[src/verilog/ncss_cfg.svh]
// constants for the narrow memory interface clock and strobe select
// assumes a single core clock drives all logic; included by the ncss_top module
`ifndef NCSS_CFG_SVH
`define NCSS_CFG_SVH

// half periods, in core cycles, of the internally derived input clocks
`define NCSS_CORE4_HALF 2'h2
`define NCSS_CORE6_HALF 2'h3
// reset levels of clocks and active-low strobe pins
`define NCSS_CLK_RST 1'h0
`define NCSS_STROBE_RST 1'h1
// strap pin positions within the external address bus
`define NCSS_STRAP_HI 15
`define NCSS_STRAP_LO 14

`endif

[src/verilog/README_unused.sv]
// no code lives here; kept empty on purpose
`timescale 1ns/10ps
`default_nettype none
`default_nettype wire

[src/verilog/ncss_pkg.sv]
// types shared by the clock and strobe select logic
// assumes the cfg header supplies all numeric constants
`default_nettype none

package ncss_pkg;

    // strap codes on the two upper address pins
    typedef enum logic [1:0] {
        NCSS_SRC_EXT,
        NCSS_SRC_CORE4,
        NCSS_SRC_CORE6,
        NCSS_SRC_RSV
    } ncss_src_type;

    typedef enum logic [1:0] {
        NCSS_RATIO_1,
        NCSS_RATIO_2,
        NCSS_RATIO_4,
        NCSS_RATIO_RSV
    } ncss_ratio_type;

    typedef enum logic [1:0] {
        NCSS_MEM_ASYNC,
        NCSS_MEM_SDRAM,
        NCSS_MEM_SYNC,
        NCSS_MEM_RSV
    } ncss_mem_type;

    typedef struct packed {
        logic [1:0] cnt;
        logic clk;
    } ncss_div_st_type;

    typedef struct packed {
        ncss_src_type strap;
        logic sel_clk;
        logic full_clk;
        logic div_clk;
        logic div_cnt;
        logic pin_a_n;
        logic pin_b_n;
        logic pin_c_n;
        logic fifo_oe_n;
        logic pins_oe;
    } ncss_state_type;

endpackage : ncss_pkg

`default_nettype wire

[src/verilog/ncss_core_div.sv]
// square-wave divider of the core clock with a fixed half period
// assumes synchronous active-high reset on the core clock
`timescale 1ns/10ps
`default_nettype none

module ncss_core_div #(
    parameter logic [1:0] HALF_CYCLES = 2'h2
) (
    input wire logic ref_clk, // core clock
    input wire logic rst, // synchronous reset
    output logic clk_out // divided level
);
    ncss_pkg::ncss_div_st_type st_r;
    ncss_pkg::ncss_div_st_type st_nxt;

    always_comb
    begin
        st_nxt = st_r;
        if (st_r.cnt == HALF_CYCLES - 2'h1)
        begin
            st_nxt.cnt = 2'h0;
            st_nxt.clk = ~st_r.clk;
        end
        else
        begin
            st_nxt.cnt = st_r.cnt + 2'h1;
        end
    end

    always_ff @(posedge ref_clk)
    begin
        if (rst)
        begin
            st_r <= '0;
        end
        else
        begin
            st_r <= st_nxt;
        end
    end

    assign clk_out = st_r.clk;

endmodule : ncss_core_div

`default_nettype wire

[src/verilog/ncss_top.sv]
// clock source select, output clocks and shared strobe pin muxing
// assumes the access sequencer supplies active-high strobe requests
// and that the external input clock is below a quarter of ref_clk
`timescale 1ns/10ps
`default_nettype none
`include "ncss_cfg.svh"

// Contract
// - at reset the two strap pins are latched and pick ext pin, core/4 or core/6.
// - strap code zero, or the reserved code, selects the external input clock pin.
// - the divided output clock is the selected clock divided by 1, 2 or 4.
// - the full-rate output clock runs at the selected clock rate undivided.
// - on sync memory the first shared pin is address strobe or read enable by select field.
// - the first shared pin is async read enable, sdram column strobe or sync strobe by type.
// - the second shared pin is async output enable, sdram row strobe or sync output enable.
// - the third shared pin is the write enable for async, sdram and sync memory; the reserved type holds it high.
// - a dedicated sync output enable serves chip space three for a glueless fifo.
module ncss_top (
    input wire logic ref_clk, // core clock, 125 MHz
    input wire logic rst, // synchronous reset, active high
    input wire logic ext_input_clock_pin, // external interface clock pin
    input wire logic [15:0] external_address_pins, // address pins, straps on top two
    input wire ncss_pkg::ncss_ratio_type div_ratio_sel, // divided clock ratio
    input wire ncss_pkg::ncss_mem_type mem_type, // memory type being accessed
    input wire logic read_enable_select_field, // sync: 0 address strobe, 1 read enable
    input wire logic bus_release, // release strobe pins, e.g. during hold
    input wire logic async_read_enable, // async read request
    input wire logic async_output_enable, // async output enable request
    input wire logic async_write_enable, // async write request
    input wire logic sdram_column_strobe, // sdram cas request
    input wire logic sdram_row_strobe, // sdram ras request
    input wire logic sdram_write_enable, // sdram we request
    input wire logic sync_address_strobe, // sync address strobe request
    input wire logic sync_read_enable, // sync read enable request
    input wire logic sync_output_enable, // sync output enable request
    input wire logic sync_write_enable, // sync write request
    input wire logic chip_select_space3, // access targets chip space three
    output logic full_rate_out_clock, // undivided interface clock
    output logic divided_out_clock, // divided interface clock
    output logic shared_rd_pin_n, // read / cas / strobe pin, low active
    output logic shared_oe_pin_n, // output enable / ras pin, low active
    output logic shared_we_pin_n, // write enable pin, low active
    output logic strobe_pins_oe, // high while strobe pins are driven
    output logic fifo_output_enable_space3_n // space three fifo oe, low active
);
    //--------------------------------------------------------------
    // state
    //--------------------------------------------------------------
    ncss_pkg::ncss_state_type st_r;
    ncss_pkg::ncss_state_type st_nxt;
    logic [1:0] core_clk;
    logic src_clk;
    logic sel_rise;

    // per-type pin meaning; one decode reused for all three pins
    function automatic logic pick_by_type(
        input ncss_pkg::ncss_mem_type t,
        input logic a_req,
        input logic d_req,
        input logic s_req
    );
        logic r;
        r = 1'b0;
        unique case (t)
            ncss_pkg::NCSS_MEM_ASYNC: r = a_req;
            ncss_pkg::NCSS_MEM_SDRAM: r = d_req;
            ncss_pkg::NCSS_MEM_SYNC: r = s_req;
            default: r = 1'b0;
        endcase
        return r;
    endfunction : pick_by_type

    //--------------------------------------------------------------
    // core-derived clocks
    //--------------------------------------------------------------
    genvar gi;
    generate
        for (gi = 0; gi < 2; gi++)
        begin : g_core_div
            ncss_core_div #(
                .HALF_CYCLES(gi == 0 ? `NCSS_CORE4_HALF : `NCSS_CORE6_HALF)
            ) u_div (
                .ref_clk(ref_clk),
                .rst(rst),
                .clk_out(core_clk[gi])
            );
        end
    endgenerate

    //--------------------------------------------------------------
    // next state
    //--------------------------------------------------------------
    always_comb
    begin
        st_nxt = st_r;
        unique case (st_r.strap)
            ncss_pkg::NCSS_SRC_CORE4: src_clk = core_clk[0];
            ncss_pkg::NCSS_SRC_CORE6: src_clk = core_clk[1];
            default: src_clk = ext_input_clock_pin;
        endcase
        st_nxt.sel_clk = src_clk;
        st_nxt.full_clk = st_r.sel_clk;
        sel_rise = st_r.sel_clk & ~st_r.full_clk;
        unique case (div_ratio_sel)
            ncss_pkg::NCSS_RATIO_1:
            begin
                st_nxt.div_clk = st_r.sel_clk;
                st_nxt.div_cnt = 1'b0;
            end
            ncss_pkg::NCSS_RATIO_2:
            begin
                if (sel_rise)
                begin
                    st_nxt.div_clk = ~st_r.div_clk;
                end
            end
            default:
            begin
                if (sel_rise)
                begin
                    st_nxt.div_cnt = ~st_r.div_cnt;
                    if (st_r.div_cnt)
                    begin
                        st_nxt.div_clk = ~st_r.div_clk;
                    end
                end
            end
        endcase
        st_nxt.pin_a_n = ~pick_by_type(mem_type, async_read_enable, sdram_column_strobe,
            read_enable_select_field ? sync_read_enable : sync_address_strobe);
        st_nxt.pin_b_n = ~pick_by_type(mem_type, async_output_enable, sdram_row_strobe,
            sync_output_enable);
        st_nxt.pin_c_n = ~pick_by_type(mem_type, async_write_enable, sdram_write_enable,
            sync_write_enable);
        // fifo oe on space three only
        st_nxt.fifo_oe_n = ~(pick_by_type(mem_type, 1'b0, 1'b0, sync_output_enable)
            & chip_select_space3);
        st_nxt.pins_oe = ~bus_release;
        if (rst)
        begin
            st_nxt.sel_clk = `NCSS_CLK_RST;
            st_nxt.full_clk = `NCSS_CLK_RST;
            st_nxt.div_clk = `NCSS_CLK_RST;
            st_nxt.div_cnt = 1'b0;
            st_nxt.pin_a_n = `NCSS_STROBE_RST;
            st_nxt.pin_b_n = `NCSS_STROBE_RST;
            st_nxt.pin_c_n = `NCSS_STROBE_RST;
            st_nxt.fifo_oe_n = `NCSS_STROBE_RST;
            st_nxt.pins_oe = 1'b0;
            st_nxt.strap = ncss_pkg::ncss_src_type'(
                external_address_pins[`NCSS_STRAP_HI:`NCSS_STRAP_LO]);
        end
    end

    // reset is folded into st_nxt so straps can be sampled synchronously
    always_ff @(posedge ref_clk)
    begin
        st_r <= st_nxt;
    end

    assign full_rate_out_clock = st_r.full_clk;
    assign divided_out_clock = st_r.div_clk;
    assign shared_rd_pin_n = st_r.pin_a_n;
    assign shared_oe_pin_n = st_r.pin_b_n;
    assign shared_we_pin_n = st_r.pin_c_n;
    assign strobe_pins_oe = st_r.pins_oe;
    assign fifo_output_enable_space3_n = st_r.fifo_oe_n;
endmodule : ncss_top

`default_nettype wire

[config.mk]
export PLATFORM = sky130hd
export DESIGN_NAME = ncss_top
export DESIGN_NICKNAME = d
export VERILOG_FILES = /design/src/verilog/README_unused.sv /design/src/verilog/ncss_pkg.sv /design/src/verilog/ncss_core_div.sv /design/src/verilog/ncss_top.sv
export VERILOG_INCLUDE_DIRS = /design/src /design/src/verilog
export SDC_FILE = /design/constraint.sdc
export NUM_CORES = 1
export LEC_CHECK = 0
export BUFFER_PORTS_ARGS = -buffer_cell sky130_fd_sc_hd__buf_2
export CAP_MARGIN = 20
export CORE_MARGIN = 5
export CORE_UTILIZATION = 43
export DETAILED_ROUTE_END_ITERATION = 16
export GPL_TIMING_DRIVEN = 0
export PLACE_DENSITY = 0.92
export SLEW_MARGIN = 40
export SYNTH_ARGS = -nofsm -noshare
export SYNTH_HDL_FRONTEND = slang
export SYNTH_SLANG_ARGS = --single-unit
export TNS_END_PERCENT = 100
[constraint.sdc]
create_clock -name ref_clk -period 3.21 [get_ports ref_clk]
set_input_delay 0.4815 -clock ref_clk [delete_from_list [all_inputs] [get_ports ref_clk]]
set_output_delay 0.4815 -clock ref_clk [all_outputs]
set_load 0.01 [all_outputs]
==> results by stage <==
Floorplanning:
- The floorplan step defined a core boundary enclosing 0.00151 mm².
- The x dimension of the die is 49.7 µm.
- For this configuration, the core starts out at a cell density of 0.450.
- Measured along the y axis, the die boundary spans ~50 µm.
- The number of I/O pins is 43.
- The floorplan has 14 rows.
- The die covers 0.00247 mm².

Global routing:
- Entering global routing, the biggest net connects 11 pins.
- The residual overflow from global routing is 0.
- The via count of the first global-routing pass is 582.
- The initial antenna violation count is 0.
- The total routing usage reported by global routing is 0.113.
- The first-pass GRT wire length is 2190 µm.

STA:
- The final critical-path required period is between 1000 and 1500 ps.
- At the pin with the least slew margin, the transition time is 419 ps.
- Measured against its own limit, the worst slew margin works out to 0.721.
- Based on the critical path, the design can be clocked at up to 800 MHz.
- Dividing the final minimum period by the clock period gives 0.389.
- The hold violation count in the final report is 0.
- Setup repair after global routing left no endpoint under its margin.
- The number of max-slew violations in the final report came to 0.
- The setup skew after layout is 6.60 ps.
- For the final routed database, the setup TNS stands at 0 ps.
- The post-route worst hold slack is roughly 340 ps.
- Setup violations remaining at the end of the flow were counted as 0.

Detailed routing:
- The first TritonRoute pass finished after 3 iterations.
- In the final routed layout, each cell accounts on average for 11.2 µm.
- The final wirelength is 1260 µm.
- The via density per instance is just over 5.
- For this run, design rule violations remaining after detail routing come to 0.
- The via count is ~580.
- The remaining antenna violation count after routing is 0.
- The starting DRC count in detailed routing is 1.

Clock network:
- After clock tree synthesis, the clock-pin slew on the worst setup and hold paths is 90 ps.
- The tree is rooted in a sky130_fd_sc_hd__clkbuf_4.
- The post-cts sizing count is 0.
- The deepest clock path buffer count is 2.
- The depth of the CTS H-tree is 1.
- The later-pin clock latency in the skew report is ~280 ps.
- The count of hold-fix buffers inserted at cts is 0.
- The post-CTS setup buffer count is 0.
- The clock tree from TritonCTS is done.
- The count of clock tree sinks is 17.
- The TritonCTS buffer count is 3.

Job:
- The max-capacitance violation count is 0.

Logic synthesis:
- Counting flops and latches in the post-synthesis netlist gives 17.
- The share of synthesized area in the top cell type comes to 0.443.
- After synthesis, the most frequently instantiated cells are sky130_fd_sc_hd__dfxtp_1 (15), sky130_fd_sc_hd__inv_1 (5), sky130_fd_sc_hd__nand2b_1 (5), sky130_fd_sc_hd__nor2_1 (5), sky130_fd_sc_hd__nor3_1 (5).
- Yosys instantiated no cell more often than sky130_fd_sc_hd__dfxtp_1.
- The number of distinct library cell variants in the gate-level netlist after synthesis is 22.
- Counting flops with an async set or reset pin after synthesis yields a share of 0.
- Ranked by total cell area, the synthesized netlist is headed by sky130_fd_sc_hd__dfxtp_1 (44%), sky130_fd_sc_hd__edfxtp_1 (8.9%), sky130_fd_sc_hd__ha_1 (7.4%).
- For this run, the register share of the synthesized area comes to 0.531.
- Among all flip-flop cells after synthesis, the most frequent one is sky130_fd_sc_hd__dfxtp_1.
- The synthesized design contains 2 enable-type register cells.
- The number of nets produced by synthesis is 105.
- The total standard cell area after synthesis is 678 µm².
- The largest total area in the synthesized netlist belongs to sky130_fd_sc_hd__dfxtp_1.
- The post-synthesis cell count is 65.
- The number of warning messages in the yosys log is 0.
- The mean cell area of the mapped netlist is 10.4 µm².

Layout:
- Fill cells in the final layout number 141.
- The repair_antennas step left the layout with diodes totalling 0.
- Compared with the post-synthesis result, the final layout area differs by 27.5%.
- The post-layout utilization of the core is 0.574.
- The share of final-layout standard cells stronger than drive strength 1 is 0.320.
- In the final design database the tool counted 138 nets.

Pwr:
- Of the total power, the clock network draws 0.250.
- In this run the power density over the cells is 505 mW/mm².
- The leakage power is 0.396 nW.
- Summing internal, switching and leakage power gives 0.437 mW.
- IR analysis of the VDD net gives a maximum drop of roughly 0.33 mV.
- The sequential share of power is 0.573.
- Of the total power, combinational logic draws 0.177.
- The switching share of power is 0.248.
- Cell internal power was estimated by the tool at approximately 0.33 mW.
- For this design the total switching power over the nets is 0.108 mW.

Worst setup path:
- Along the worst path, the maximum fanout reaches 3.
- The cell type of the slowest stage on the worst timing path is sky130_fd_sc_hd__dfxtp_1.
- Data on the critical path arrives at its endpoint at 770 ps.
- The data required time of the worst path is 2730 ps.
- The combined buffer and inverter count along the critical path is 1.
- STA classifies the critical path endpoint as an output pin.
- The largest single stage delay on the critical path is 350 ps.
- The start-to-end type of the worst setup path is reg2out.
- STA classifies the critical path startpoint as a flip-flop.
- The cell family contributing the most delay on the critical path is flip-flops.
- The critical path goes through buf_2.

Outcome:
- The run finished with clean final reports.

Placed design:
- The congestion estimate from routability-driven global placement came to 0.658.
- Buffers placed on the I/O ports in this run total 28.

Hold path:
- The type of the most critical hold path is in2reg.
cell families (layout without fill, tap and decap cells):
kind of cell	Yosys count	after routing	synth area share
AO/OA/AOI/OAI	8	8	0.0830
XOR/XNOR	2	2	0.0258
adder cells (fa/ha/maj)	4	4	0.0738
buffers and inverters	6	38	0.0332
flip-flops	17	17	0.531
multiplexers	4	4	0.0609
AND/OR/NAND/NOR	24	24	0.192
layout make-up:
| cell class | instances | area, µm² | share of cell area |
|---|---|---|---|
| Timing Repair Buffer | 28 | 140 | 0.162 |
| Sequential cell | 17 | 360 | 0.417 |
| Buffer | 1 | 3.75 | 0.00434 |
| Inverter | 5 | 18.8 | 0.0217 |
| Clock buffer | 4 | 26.3 | 0.0304 |
| Multi-Input combinational cell | 42 | 295 | 0.342 |
| Tap cell | 16 | 20.0 | 0.0232 |
stage by stage:
step,cells,worst slack [ps],cell area [µm²]
final,113,1960,865
after floorplan,65,2010,678
after detailed placement,109,1830,838
after global routing,113,1910,865
after CTS,113,1950,865
after global placement,109,1860,838
final timing paths:
| path | start | endpoint | cells past startpoint | slack (ps) |
|---|---|---|---|---|
| min | bus_release | strobe_pins_oe$_SDFF_PP0_ | 2 | 340 |
| max | divided_out_clock$_SDFFE_PP0P_ | divided_out_clock | 1 | 1960 |
| min reg2reg | g_core_div[1].u_div.st_r[1]$_SDFF_PP0_ | g_core_div[1].u_div.st_r[1]$_SDFF_PP0_ | 1 | 430 |
| max reg2reg | st_r[9]$_DFFE_PP_ | st_r[8]$_SDFF_PP0_ | 4 | 2070 |
sequential cells by signal, summed over array words and instances, names as in the netlist:
signal                       cells
shared_oe_pin_n                  1
divided_out_clock                1
strobe_pins_oe                   1
g_core_div.u_div.st_r            4
shared_rd_pin_n                  1
full_rate_out_clock              1
st_r                             4
fifo_output_enable_space3_n      1
g_core_div.u_div.clk_out         2
shared_we_pin_n                  1
layer usage:
metal / track usage / wire length [µm] / vias up
li1: - / - / 288
met1: 0.109 / 459 / 263
met2: 0.203 / 612 / 29
met3: 0.0482 / 166 / 2
met4: 0.0524 / 20 / 0
met5: 0 / 0 / -
power by group through the flow:
| stage | sequential [mW] | clock (mW) | combinational, mW |
|---|---|---|---|
| 2_1_floorplan | 0.256 | 0 | 0.0461 |
| 3_3_place_gp | 0.254 | 0 | 0.0731 |
| 3_5_place_dp | 0.255 | 0 | 0.0787 |
| 4_1_cts | 0.251 | 0.113 | 0.0792 |
| 5_1_grt | 0.253 | 0.119 | 0.0896 |
| 6_report | 0.250 | 0.109 | 0.0773 |
placed cells by master (no fill, tap or decap):
cell type / n
sky130_fd_sc_hd__a311oi_1: 1
sky130_fd_sc_hd__dfxtp_1: 15
sky130_fd_sc_hd__o21ai_0: 2
sky130_fd_sc_hd__nor2b_1: 4
sky130_fd_sc_hd__clkbuf_4: 3
sky130_fd_sc_hd__nor2_1: 5
sky130_fd_sc_hd__or2_1: 1
sky130_fd_sc_hd__xnor2_1: 2
sky130_fd_sc_hd__o22ai_1: 2
sky130_fd_sc_hd__a211oi_1: 1
sky130_fd_sc_hd__a211o_1: 1
sky130_fd_sc_hd__a221oi_1: 1
sky130_fd_sc_hd__edfxtp_1: 2
sky130_fd_sc_hd__mux2i_1: 3
sky130_fd_sc_hd__ha_1: 4
sky130_fd_sc_hd__buf_2: 28
sky130_fd_sc_hd__inv_1: 5
sky130_fd_sc_hd__mux2_1: 1
sky130_fd_sc_hd__nor3_1: 5
sky130_fd_sc_hd__or3_1: 2
sky130_fd_sc_hd__nand2b_1: 5
sky130_fd_sc_hd__clkbuf_1: 2
sky130_fd_sc_hd__nand3b_1: 1
sky130_fd_sc_hd__nand2_1: 1
(Power assumes the default switching activity.)
